### src/rtl/fault_int_params.svh
// Register offsets, field positions and reset values of the fault and event interrupt bank
`ifndef FAULT_INT_PARAMS_SVH
`define FAULT_INT_PARAMS_SVH

// ==========================================
// Register offsets on the control port
`define ADDR_MASK_ZERO     8'h2F
`define ADDR_MASK_FOUR     8'h32
`define ADDR_MASK_FIVE     8'h33
`define ADDR_LATCH_ZERO    8'h34
`define ADDR_SUMMARY       8'h35
`define ADDR_CH1_LATCH     8'h38

// ==========================================
// Reset values
`define RST_MASK_ZERO      8'hC0
`define RST_MASK_FOUR      8'h00
`define RST_MASK_FIVE      8'h30
`define RST_LATCH          8'h00
`define RST_BYTE_ZERO      8'h00

// ==========================================
// Writable and implemented bits, the rest read as zero
`define WMASK_MASK_ZERO    8'hC0
`define WMASK_MASK_FOUR    8'h3E
`define WMASK_MASK_FIVE    8'hF0
`define IMPL_LATCH_ZERO    8'hC0
`define IMPL_SUMMARY       8'h30
`define IMPL_CH1_LATCH     8'hF0

// ==========================================
// Field positions
`define BIT_CLOCK_ERROR    7
`define BIT_PLL_LOCK       6
`define BIT_OUT_SHORT      5
`define BIT_DRIVER_VGND    4
`define BIT_HS_INSERT      3
`define BIT_HS_REMOVE      2
`define BIT_HS_BUTTON      1
`define BIT_GPA_UPPER      7
`define BIT_GPA_LOWER      6
`define BIT_VOICE_UP       5
`define BIT_VOICE_DOWN     4
`define BIT_CH1_SUMMARY    5
`define BIT_CH2_SUMMARY    4
`define BIT_CH1_SHORT_POS  7
`define BIT_CH1_SHORT_NEG  6
`define BIT_CH1_VGND_POS   5
`define BIT_CH1_VGND_NEG   4

`endif

### src/rtl/fault_int_pkg.sv
// State types of the fault and event interrupt bank
package fault_int_pkg;

   typedef struct packed {
      logic [7:0] mask_zero;
      logic [7:0] mask_four;
      logic [7:0] mask_five;
      logic [7:0] rdata;
      logic       rvalid;
      logic       irq;
   } ctrl_state_t;

   typedef struct packed {
      logic [7:0] flags;
   } latch_state_t;

endpackage

### src/rtl/latched_event_byte.sv
// One byte of sticky event flags, cleared by a read strobe
`timescale 1ns/1ps
`include "fault_int_params.svh"

module latched_event_byte
   import fault_int_pkg::*;
#(
   parameter logic [7:0] IMPL = 8'hFF
) (
   input  wire logic       clk,
   input  wire logic       rst,
   input  wire logic       clk_en,
   input  wire logic [7:0] set_evt,
   input  wire logic       clear,
   output logic      [7:0] flags
);

   latch_state_t q;
   latch_state_t next_q;

   // ==========================================
   // Set wins over a clear in the same cycle
   always_comb begin
      next_q = q;
      if (clk_en) begin
         next_q.flags = (q.flags & ~{8{clear}}) | (set_evt & IMPL);
      end
   end

   always_ff @(posedge clk) begin
      if (rst) begin
         q.flags <= `RST_LATCH;
      end else begin
         q <= next_q;
      end
   end

   assign flags = q.flags;

endmodule // latched_event_byte

### src/rtl/fault_interrupt_mask_latch.sv
// Interrupt masks and latched fault and event flags with the interrupt output
//
// Function
// - Mask four bit 5 set suppresses the output short-circuit interrupt.
// - Mask four bit 4 set suppresses the driver virtual-ground interrupt.
// - Mask four bits 3..1 mask headset insert, remove and button interrupts.
// - Mask four sits at 0x32 and resets to 0x00.
// - Mask five bits 7 and 6 mask upper and lower input threshold interrupts.
// - Mask five bit 5 masks voice-activity power-up; resets to one.
// - Mask five bit 4 masks voice-activity power-down; resets to one.
// - Mask five sits at 0x33 and resets to 0x30.
// - Latched zero bit 7 catches a clock error and holds it until latched zero is read.
// - Latched zero bit 6 catches a PLL lock event and holds it until latched zero is read.
// - Summary bit 5 reads one once channel 1 has seen a fault.
// - Summary bit 4 reads one once channel 2 has seen a fault.
// - Channel 1 latch bit 7 catches a positive output short.
// - Channel 1 latch bit 6 catches a negative output short.
// - Channel 1 latch bit 5 catches a positive driver virtual-ground fault.
// - Channel 1 latch bit 4 catches a negative driver virtual-ground fault.
// - Mask zero bits 7 and 6 mask clock error and PLL lock; reset one.
`timescale 1ns/1ps
`include "fault_int_params.svh"

module fault_interrupt_mask_latch
   import fault_int_pkg::*;
(
   input  wire logic       clk,
   input  wire logic       rst,
   input  wire logic       clk_en,
   // Register port behind the control interface
   input  wire logic [7:0] reg_addr,
   input  wire logic       reg_wr,
   input  wire logic [7:0] reg_wdata,
   input  wire logic       reg_rd,
   output logic      [7:0] reg_rdata,
   output logic            reg_rvalid,
   // Event pulses from the detectors
   input  wire logic       clock_error_evt,
   input  wire logic       pll_lock_evt,
   input  wire logic       ch1_short_pos_evt,
   input  wire logic       ch1_short_neg_evt,
   input  wire logic       ch1_vgnd_pos_evt,
   input  wire logic       ch1_vgnd_neg_evt,
   input  wire logic       ch2_fault_evt,
   // Levels of flags latched in neighbouring registers
   input  wire logic       ch2_short_flag,
   input  wire logic       ch2_vgnd_flag,
   input  wire logic       hs_insert_flag,
   input  wire logic       hs_remove_flag,
   input  wire logic       hs_button_flag,
   input  wire logic       gpa_upper_flag,
   input  wire logic       gpa_lower_flag,
   input  wire logic       voice_up_flag,
   input  wire logic       voice_down_flag,
   // Interrupt to the host
   output logic            irq
);

   ctrl_state_t q;
   ctrl_state_t next_q;

   logic [7:0] latch_zero;
   logic [7:0] summary;
   logic [7:0] ch1_latch;
   logic [7:0] latch_zero_set;
   logic [7:0] summary_set;
   logic [7:0] ch1_set;
   logic       ch1_any;
   logic       rd_latch_zero;
   logic       rd_summary;
   logic       rd_ch1;
   logic [7:0] mask_four_src;
   logic [7:0] mask_five_src;

   // ==========================================
   // Helpers
   function automatic logic hit(input logic [7:0] addr, input logic [7:0] target);
      hit = (addr == target);
   endfunction

   function automatic logic unmasked(input logic [7:0] flags, input logic [7:0] mask);
      unmasked = |(flags & ~mask);
   endfunction

   // ==========================================
   // Event vectors aligned to their register bits
   assign ch1_any = ch1_short_pos_evt | ch1_short_neg_evt | ch1_vgnd_pos_evt | ch1_vgnd_neg_evt;

   always_comb begin
      latch_zero_set = `RST_BYTE_ZERO;
      latch_zero_set[`BIT_CLOCK_ERROR] = clock_error_evt;
      latch_zero_set[`BIT_PLL_LOCK]    = pll_lock_evt;
      ch1_set = `RST_BYTE_ZERO;
      ch1_set[`BIT_CH1_SHORT_POS] = ch1_short_pos_evt;
      ch1_set[`BIT_CH1_SHORT_NEG] = ch1_short_neg_evt;
      ch1_set[`BIT_CH1_VGND_POS]  = ch1_vgnd_pos_evt;
      ch1_set[`BIT_CH1_VGND_NEG]  = ch1_vgnd_neg_evt;
      summary_set = `RST_BYTE_ZERO;
      summary_set[`BIT_CH1_SUMMARY] = ch1_any;
      summary_set[`BIT_CH2_SUMMARY] = ch2_fault_evt;
   end

   // Reads of latched zero, summary or channel 1 latch clear the register that was read
   assign rd_latch_zero = reg_rd & hit(reg_addr, `ADDR_LATCH_ZERO);
   assign rd_summary    = reg_rd & hit(reg_addr, `ADDR_SUMMARY);
   assign rd_ch1        = reg_rd & hit(reg_addr, `ADDR_CH1_LATCH);

   // ==========================================
   // Sticky flag bytes
   latched_event_byte #(
      .IMPL (`IMPL_LATCH_ZERO)
   ) u_latch_zero (
      .clk     (clk),
      .rst     (rst),
      .clk_en  (clk_en),
      .set_evt (latch_zero_set),
      .clear   (rd_latch_zero),
      .flags   (latch_zero)
   );

   latched_event_byte #(
      .IMPL (`IMPL_SUMMARY)
   ) u_summary (
      .clk     (clk),
      .rst     (rst),
      .clk_en  (clk_en),
      .set_evt (summary_set),
      .clear   (rd_summary),
      .flags   (summary)
   );

   latched_event_byte #(
      .IMPL (`IMPL_CH1_LATCH)
   ) u_ch1_latch (
      .clk     (clk),
      .rst     (rst),
      .clk_en  (clk_en),
      .set_evt (ch1_set),
      .clear   (rd_ch1),
      .flags   (ch1_latch)
   );

   // ==========================================
   // Interrupt sources lined up with mask bits
   always_comb begin
      mask_four_src = `RST_BYTE_ZERO;
      mask_four_src[`BIT_OUT_SHORT]   = ch1_latch[`BIT_CH1_SHORT_POS] | ch1_latch[`BIT_CH1_SHORT_NEG]
                                      | ch2_short_flag;
      mask_four_src[`BIT_DRIVER_VGND] = ch1_latch[`BIT_CH1_VGND_POS] | ch1_latch[`BIT_CH1_VGND_NEG]
                                      | ch2_vgnd_flag;
      mask_four_src[`BIT_HS_INSERT]   = hs_insert_flag;
      mask_four_src[`BIT_HS_REMOVE]   = hs_remove_flag;
      mask_four_src[`BIT_HS_BUTTON]   = hs_button_flag;
      mask_five_src = `RST_BYTE_ZERO;
      mask_five_src[`BIT_GPA_UPPER]   = gpa_upper_flag;
      mask_five_src[`BIT_GPA_LOWER]   = gpa_lower_flag;
      mask_five_src[`BIT_VOICE_UP]    = voice_up_flag;
      mask_five_src[`BIT_VOICE_DOWN]  = voice_down_flag;
   end

   // ==========================================
   // Register file and interrupt
   always_comb begin
      next_q        = q;
      if (clk_en) begin
         next_q.rvalid = reg_rd;
         if (reg_rd) begin
            case (reg_addr)
               `ADDR_MASK_ZERO:  next_q.rdata = q.mask_zero;
               `ADDR_MASK_FOUR:  next_q.rdata = q.mask_four;
               `ADDR_MASK_FIVE:  next_q.rdata = q.mask_five;
               `ADDR_LATCH_ZERO: next_q.rdata = latch_zero;
               `ADDR_SUMMARY:    next_q.rdata = summary;
               `ADDR_CH1_LATCH:  next_q.rdata = ch1_latch;
               default:          next_q.rdata = `RST_BYTE_ZERO;
            endcase
         end
         // Reserved bits stay zero whatever is written
         if (reg_wr) begin
            case (reg_addr)
               `ADDR_MASK_ZERO: next_q.mask_zero = reg_wdata & `WMASK_MASK_ZERO;
               `ADDR_MASK_FOUR: next_q.mask_four = reg_wdata & `WMASK_MASK_FOUR;
               `ADDR_MASK_FIVE: next_q.mask_five = reg_wdata & `WMASK_MASK_FIVE;
               default: ;
            endcase
         end
         // Flags latch regardless of mask; masks only gate the output
         next_q.irq = unmasked(latch_zero, q.mask_zero)
                    | unmasked(mask_four_src, q.mask_four)
                    | unmasked(mask_five_src, q.mask_five);
      end
   end

   always_ff @(posedge clk) begin
      if (rst) begin
         q.mask_zero <= `RST_MASK_ZERO;
         q.mask_four <= `RST_MASK_FOUR;
         q.mask_five <= `RST_MASK_FIVE;
         q.rdata     <= `RST_BYTE_ZERO;
         q.rvalid    <= 1'b0;
         q.irq       <= 1'b0;
      end else begin
         q <= next_q;
      end
   end

   assign reg_rdata  = q.rdata;
   assign reg_rvalid = q.rvalid;
   assign irq        = q.irq;

   // ==========================================
   // Checks
   a_mask_four_reset:
   assert property (@(posedge clk) rst |=> q.mask_four == 8'h00)
      else $error("mask four not 0x00 after reset");

   a_mask_five_reset:
   assert property (@(posedge clk) rst |=> q.mask_five == 8'h30)
      else $error("mask five not 0x30 after reset");

   a_mask_zero_reset:
   assert property (@(posedge clk) rst |=> q.mask_zero == 8'hC0)
      else $error("mask zero not 0xC0 after reset");

   a_mask_four_write:
   assert property (@(posedge clk) disable iff (rst)
      clk_en && reg_wr && reg_addr == 8'h32 |=> q.mask_four == ($past(reg_wdata) & 8'h3E))
      else $error("mask four write not stored");

   a_mask_five_write:
   assert property (@(posedge clk) disable iff (rst)
      clk_en && reg_wr && reg_addr == 8'h33 |=> q.mask_five == ($past(reg_wdata) & 8'hF0))
      else $error("mask five write not stored");

   a_reserved_read_zero:
   assert property (@(posedge clk) disable iff (rst)
      (q.mask_four & 8'hC1) == 8'h00 && (q.mask_five & 8'h0F) == 8'h00 && (q.mask_zero & 8'h3F) == 8'h00)
      else $error("reserved mask bit set");

   a_clock_error_set:
   assert property (@(posedge clk) disable iff (rst)
      clk_en && clock_error_evt |=> latch_zero[7])
      else $error("clock error not latched");

   a_pll_lock_set:
   assert property (@(posedge clk) disable iff (rst)
      clk_en && pll_lock_evt |=> latch_zero[6])
      else $error("pll lock not latched");

   a_ch1_fault_set:
   assert property (@(posedge clk) disable iff (rst)
      clk_en && ch1_any |=> (ch1_latch & $past(ch1_set)) == $past(ch1_set))
      else $error("channel 1 fault not latched");

   a_ch1_summary_set:
   assert property (@(posedge clk) disable iff (rst)
      clk_en && ch1_any |=> summary[5])
      else $error("channel 1 summary not set");

   a_ch2_summary_set:
   assert property (@(posedge clk) disable iff (rst)
      clk_en && ch2_fault_evt |=> summary[4])
      else $error("channel 2 summary not set");

   a_read_clears_flags:
   assert property (@(posedge clk) disable iff (rst)
      clk_en && reg_rd && reg_addr == 8'h34 && !clock_error_evt && !pll_lock_evt |=> latch_zero == 8'h00)
      else $error("latched zero not cleared by read");

   a_irq_unmasked:
   assert property (@(posedge clk) disable iff (rst)
      clk_en && latch_zero[7] && !q.mask_zero[7] |=> irq)
      else $error("unmasked flag did not raise interrupt");

   a_irq_short_masked:
   assert property (@(posedge clk) disable iff (rst)
      clk_en && q.mask_four[5] && q.mask_four[4] && q.mask_four[3:1] == 3'b111 && q.mask_five[7:4] == 4'hF
      && (latch_zero & ~q.mask_zero) == 8'h00 |=> !irq)
      else $error("interrupt raised while all sources masked");

   a_read_answer:
   assert property (@(posedge clk) disable iff (rst)
      clk_en && reg_rd && reg_addr == 8'h35 |=> reg_rvalid && reg_rdata == $past(summary))
      else $error("summary read answer wrong");

   a_mask_zero_write:
   assert property (@(posedge clk) disable iff (rst)
      clk_en && reg_wr && reg_addr == 8'h2F |=> q.mask_zero == ($past(reg_wdata) & 8'hC0))
      else $error("mask zero write not stored");

   a_short_unmasked:
   assert property (@(posedge clk) disable iff (rst)
      clk_en && (ch1_latch[7] || ch1_latch[6] || ch2_short_flag) && !q.mask_four[5] |=> irq)
      else $error("unmasked short did not raise interrupt");

   a_vgnd_unmasked:
   assert property (@(posedge clk) disable iff (rst)
      clk_en && (ch1_latch[5] || ch1_latch[4] || ch2_vgnd_flag) && !q.mask_four[4] |=> irq)
      else $error("unmasked virtual ground fault did not raise interrupt");

   a_headset_unmasked:
   assert property (@(posedge clk) disable iff (rst)
      clk_en && ((hs_insert_flag && !q.mask_four[3]) || (hs_remove_flag && !q.mask_four[2])
      || (hs_button_flag && !q.mask_four[1])) |=> irq)
      else $error("unmasked headset flag did not raise interrupt");

   a_gpa_unmasked:
   assert property (@(posedge clk) disable iff (rst)
      clk_en && ((gpa_upper_flag && !q.mask_five[7]) || (gpa_lower_flag && !q.mask_five[6])) |=> irq)
      else $error("unmasked threshold flag did not raise interrupt");

   a_voice_up_unmasked:
   assert property (@(posedge clk) disable iff (rst)
      clk_en && voice_up_flag && !q.mask_five[5] |=> irq)
      else $error("unmasked voice power up did not raise interrupt");

   a_voice_down_unmasked:
   assert property (@(posedge clk) disable iff (rst)
      clk_en && voice_down_flag && !q.mask_five[4] |=> irq)
      else $error("unmasked voice power down did not raise interrupt");

   a_pll_unmasked:
   assert property (@(posedge clk) disable iff (rst)
      clk_en && latch_zero[6] && !q.mask_zero[6] |=> irq)
      else $error("unmasked pll lock did not raise interrupt");

   a_clock_error_held:
   assert property (@(posedge clk) disable iff (rst)
      clk_en && latch_zero[7] && !(reg_rd && reg_addr == 8'h34) |=> latch_zero[7])
      else $error("clock error flag lost without a read");

   a_ch1_read_clears:
   assert property (@(posedge clk) disable iff (rst)
      clk_en && reg_rd && reg_addr == 8'h38 && !ch1_any |=> ch1_latch == 8'h00)
      else $error("channel 1 latch not cleared by read");

   a_summary_clears:
   assert property (@(posedge clk) disable iff (rst)
      clk_en && reg_rd && reg_addr == 8'h35 && !ch1_any && !ch2_fault_evt |=> summary == 8'h00)
      else $error("summary not cleared by read");

   a_latch_reserved_zero:
   assert property (@(posedge clk) disable iff (rst)
      (latch_zero & 8'h3F) == 8'h00 && (summary & 8'hCF) == 8'h00 && (ch1_latch & 8'h0F) == 8'h00)
      else $error("reserved latch bit set");

endmodule // fault_interrupt_mask_latch

### config.mk
export PLATFORM = sky130hd
export DESIGN_NAME = fault_interrupt_mask_latch
export DESIGN_NICKNAME = d
export VERILOG_FILES = /design/src/rtl/fault_int_pkg.sv /design/src/rtl/latched_event_byte.sv /design/src/rtl/fault_interrupt_mask_latch.sv
export VERILOG_INCLUDE_DIRS = /design/src /design/src/rtl
export SDC_FILE = /design/constraint.sdc
export NUM_CORES = 1
export LEC_CHECK = 0
export BUFFER_PORTS_ARGS = -buffer_cell sky130_fd_sc_hd__buf_2
export CORE_UTILIZATION = 23
export CTS_CLUSTER_DIAMETER = 80
export DETAILED_ROUTE_END_ITERATION = 10
export HOLD_SLACK_MARGIN = 0.06
export SLEW_MARGIN = 20
export SYNTH_ARGS = -nofsm -noshare
export SYNTH_HDL_FRONTEND = slang
export SYNTH_HIERARCHICAL = 1
export SYNTH_SLANG_ARGS = --single-unit
### constraint.sdc
create_clock -name clk -period 1.25 [get_ports clk]
set_input_delay 0.0625 -clock clk [delete_from_list [all_inputs] [get_ports clk]]
set_output_delay 0.0625 -clock clk [all_outputs]
set_load 0.03 [all_outputs]
==> impl_summary.txt <==
----------------------------------------------------
[Outcome]
  Failing checks ... setup timing
  Run status ... finished, violations left

[CTS]
  Total CTS buffers ... 5
  CTS clk-pin slew, worst paths ... 90 ps
  Total clock sinks ... 45
  Clock root cell ... sky130_fd_sc_hd__clkbuf_8
  Total setup buffers inserted after CTS ... 0
  TritonCTS clock tree ... yes
  Clock latency on the worst-skew pair ... 310 ps
  H-Tree Depth ... 2
  Number of buffers on the longest clock path ... 2

[Global routing]
  Antenna violations before repair ... 0
  Maximum number of pins on one net before global-route repair ... 22
  Via count of the first global-routing pass ... between 2000 and 2500
  Remaining global-route overflow ... 0
  Gr usage total ... around an eighth
  Global-route wire length before repair ... roughly 10000 um

[Critical path]
  FF-to-FF End ... reg_rdata[4]
  Crit path capture type ... register
  Biggest fanout along the worst timing path ... 3
  Worst r2r src ... u_latch_zero/flags[4]
  Worst reg-to-reg path cell count ... 5
  CP Launch Type ... register
  Crit path arrival time ... between 1000 and 1500 ps
  Setup slack of the most critical reg-to-reg path ... -10 ps
  Critical path start-end classification ... register to register
  Critical path destination ... reg_rdata[4]
  Launching instance or port of the critical path ... u_latch_zero/flags[4]
  Data required time at the worst endpoint ... between 1000 and 1500 ps

[Power]
  P_leak ... 1.24 nW
  Worst IR Drop VDD ... 434 uV
  Total power draw ... 2.79 mW
  Power per Cell Area ... 915 nW/um^2

[Placed design]
  Instance area at placement ... ~2700 um^2
  Global placer's final weighted congestion ... roughly 0.86
  HPWL after DPL ... a little under 5000 um
  PortBufs ... 45
  Pre-CTS setup slack ... -134 ps

[STA]
  Least-Margin Pin Slew ... ~350 ps
  Count of pins over their slew limit ... 0
  Maximum clock rate ... 0.791 GHz
  Max Clock Skew ... roughly 8.9 ps
  Final-report setup violation count ... 1
  Hold Fails Final Rpt ... 0
  Worst slew margin ... around 77%
  Final min period ... ~1300 ps
  Unrepaired setup endpoints after global routing ... true
  Fraction of the cycle the final worst path needs ... 101%
  Crit path setup slack, layout ... -14.9 ps
  Worst hold slack ... between 100 and 150 ps

[Final layout]
  Most frequent cells in the layout ... sky130_fd_sc_hd__buf_2, sky130_fd_sc_hd__dfxtp_1, sky130_fd_sc_hd__buf_4
  Fraction of final layout cells with drive strength greater than 1 ... between 30 and 40%
  Number of diodes ... 0
  Relative area change from synthesis to final layout ... 38.8%
  Util after Layout ... approximately 33%
  Most frequent standard cell in the layout excluding fill and tap cells ... sky130_fd_sc_hd__buf_2
  Nets@finish ... about 360
  Fin area ... about 3100 um^2

[Synth]
  Cell area after synthesis ... approximately 2200 um^2
  Total of warnings raised by yosys ... 6
  Number of nets in the synthesized netlist ... 273
  Post-Synthesis Cells ... 236
  Syn Area/Cell ... just over 9 um^2

[Flow run]
  Maximum Capacitance Violations ... 0

[Routing]
  Number of detailed-route iterations in the first pass ... 4
  Vias ... around 2000
  Residual antenna-violating net count after detailed routing ... 0
  Drt total wl ... 6260 um
  DRC viols ... 0
  Wirelength per Cell ... ~14 um
  Via density per instance ... between 4 and 5
  First DRT Iteration DRCs ... between 90 and 100

[Die]
  Floorplan row count ... 35
  Die area ... roughly 10000 um^2
  Overall die height ... around 100 um
  Die Wd ... roughly 100 um
  Initial Util ... a little under a quarter
  Core area ... roughly 9200 um^2
  Count of pins on the block boundary ... 47

[Min path]
  Hold crit path type ... input port to register

----------------------------------------------------
layer usage:
| layer | GRT usage, % | routed length, um | vias to the layer above |
|---|---|---|---|
| li1 | - | - | 1016 |
| met1 | 18.1 | 3140 | 963 |
| met3 | 3.44 | 296 | 12 |
| met4 | 4.41 | 120 | 0 |
| met5 | 0 | 0 | - |
| met2 | 20.5 | 2700 | 48 |
registers in the layout, summed over array words and instances, names as in the netlist:
name,cells
q,11
reg_rdata,8
u_ch1_latch/flags,8
u_latch_zero/flags,8
u_summary/flags,8
irq,1
reg_rvalid,1
critical path, cell delays in order, from the launching register on:
cell                       delay, ps
sky130_fd_sc_hd__dfxtp_2         350
sky130_fd_sc_hd__mux2_2          270
sky130_fd_sc_hd__a22oi_2         140
sky130_fd_sc_hd__nor2_2           70
sky130_fd_sc_hd__a221oi_2        210
sky130_fd_sc_hd__o21ai_1         110
report_power, final:
| part | internal (mW) | total [mW] | switching (mW) |
|---|---|---|---|
| logic | 0.209 | 0.411 | 0.203 |
| clock network | 0.387 | 0.907 | 0.521 |
| registers | 1.46 | 1.47 | 0.0175 |
| total | 2.05 | 2.79 | 0.741 |
metrics by stage:
| stage | instances | setup TNS (ps) |
|---|---|---|
| floorplan | 236 | 0 |
| global placement | 430 | -2460 |
| detailed placement | 430 | -2780 |
| CTS | 452 | -8.26 |
| global route | 452 | -267 |
| finish | 452 | -14.9 |
cell type report:
| class | count | area [um^2] |
|---|---|---|
| Clock buffer | 5 | 68.8 |
| Multi-Input combinational cell | 168 | 1240 |
| Tap cell | 129 | 161 |
| Inverter | 8 | 30.0 |
| Fill cell | 974 | 6190 |
| Timing Repair Buffer | 94 | 632 |
| Clock inverter | 3 | 17.5 |
| Sequential cell | 45 | 906 |
worst min-delay path by stage:
stage | start | end | slack (ps) | cells past startpoint
after global placement | reg_wdata[5] | q[15] | 290 | 2
after CTS | clk_en | u_ch1_latch/flags[4] | 90 | 3
after global routing | clk_en | u_ch1_latch/flags[4] | 120 | 3
final | clk_en | u_ch1_latch/flags[4] | 100 | 3
after floorplan | rst | u_latch_zero/flags[6] | 130 | 1
after detailed placement | reg_wdata[5] | q[15] | 310 | 2
timing repair:
action | in CTS | in global routing
endpoints found under the setup margin | 3 | 5
hold buffers | 14 | 0
pin swaps | 0 | 7
resized for setup | 5 | 15
endpoints found under the hold margin | 17 | 0
Note: power is estimated with default switching activity, not from simulation.
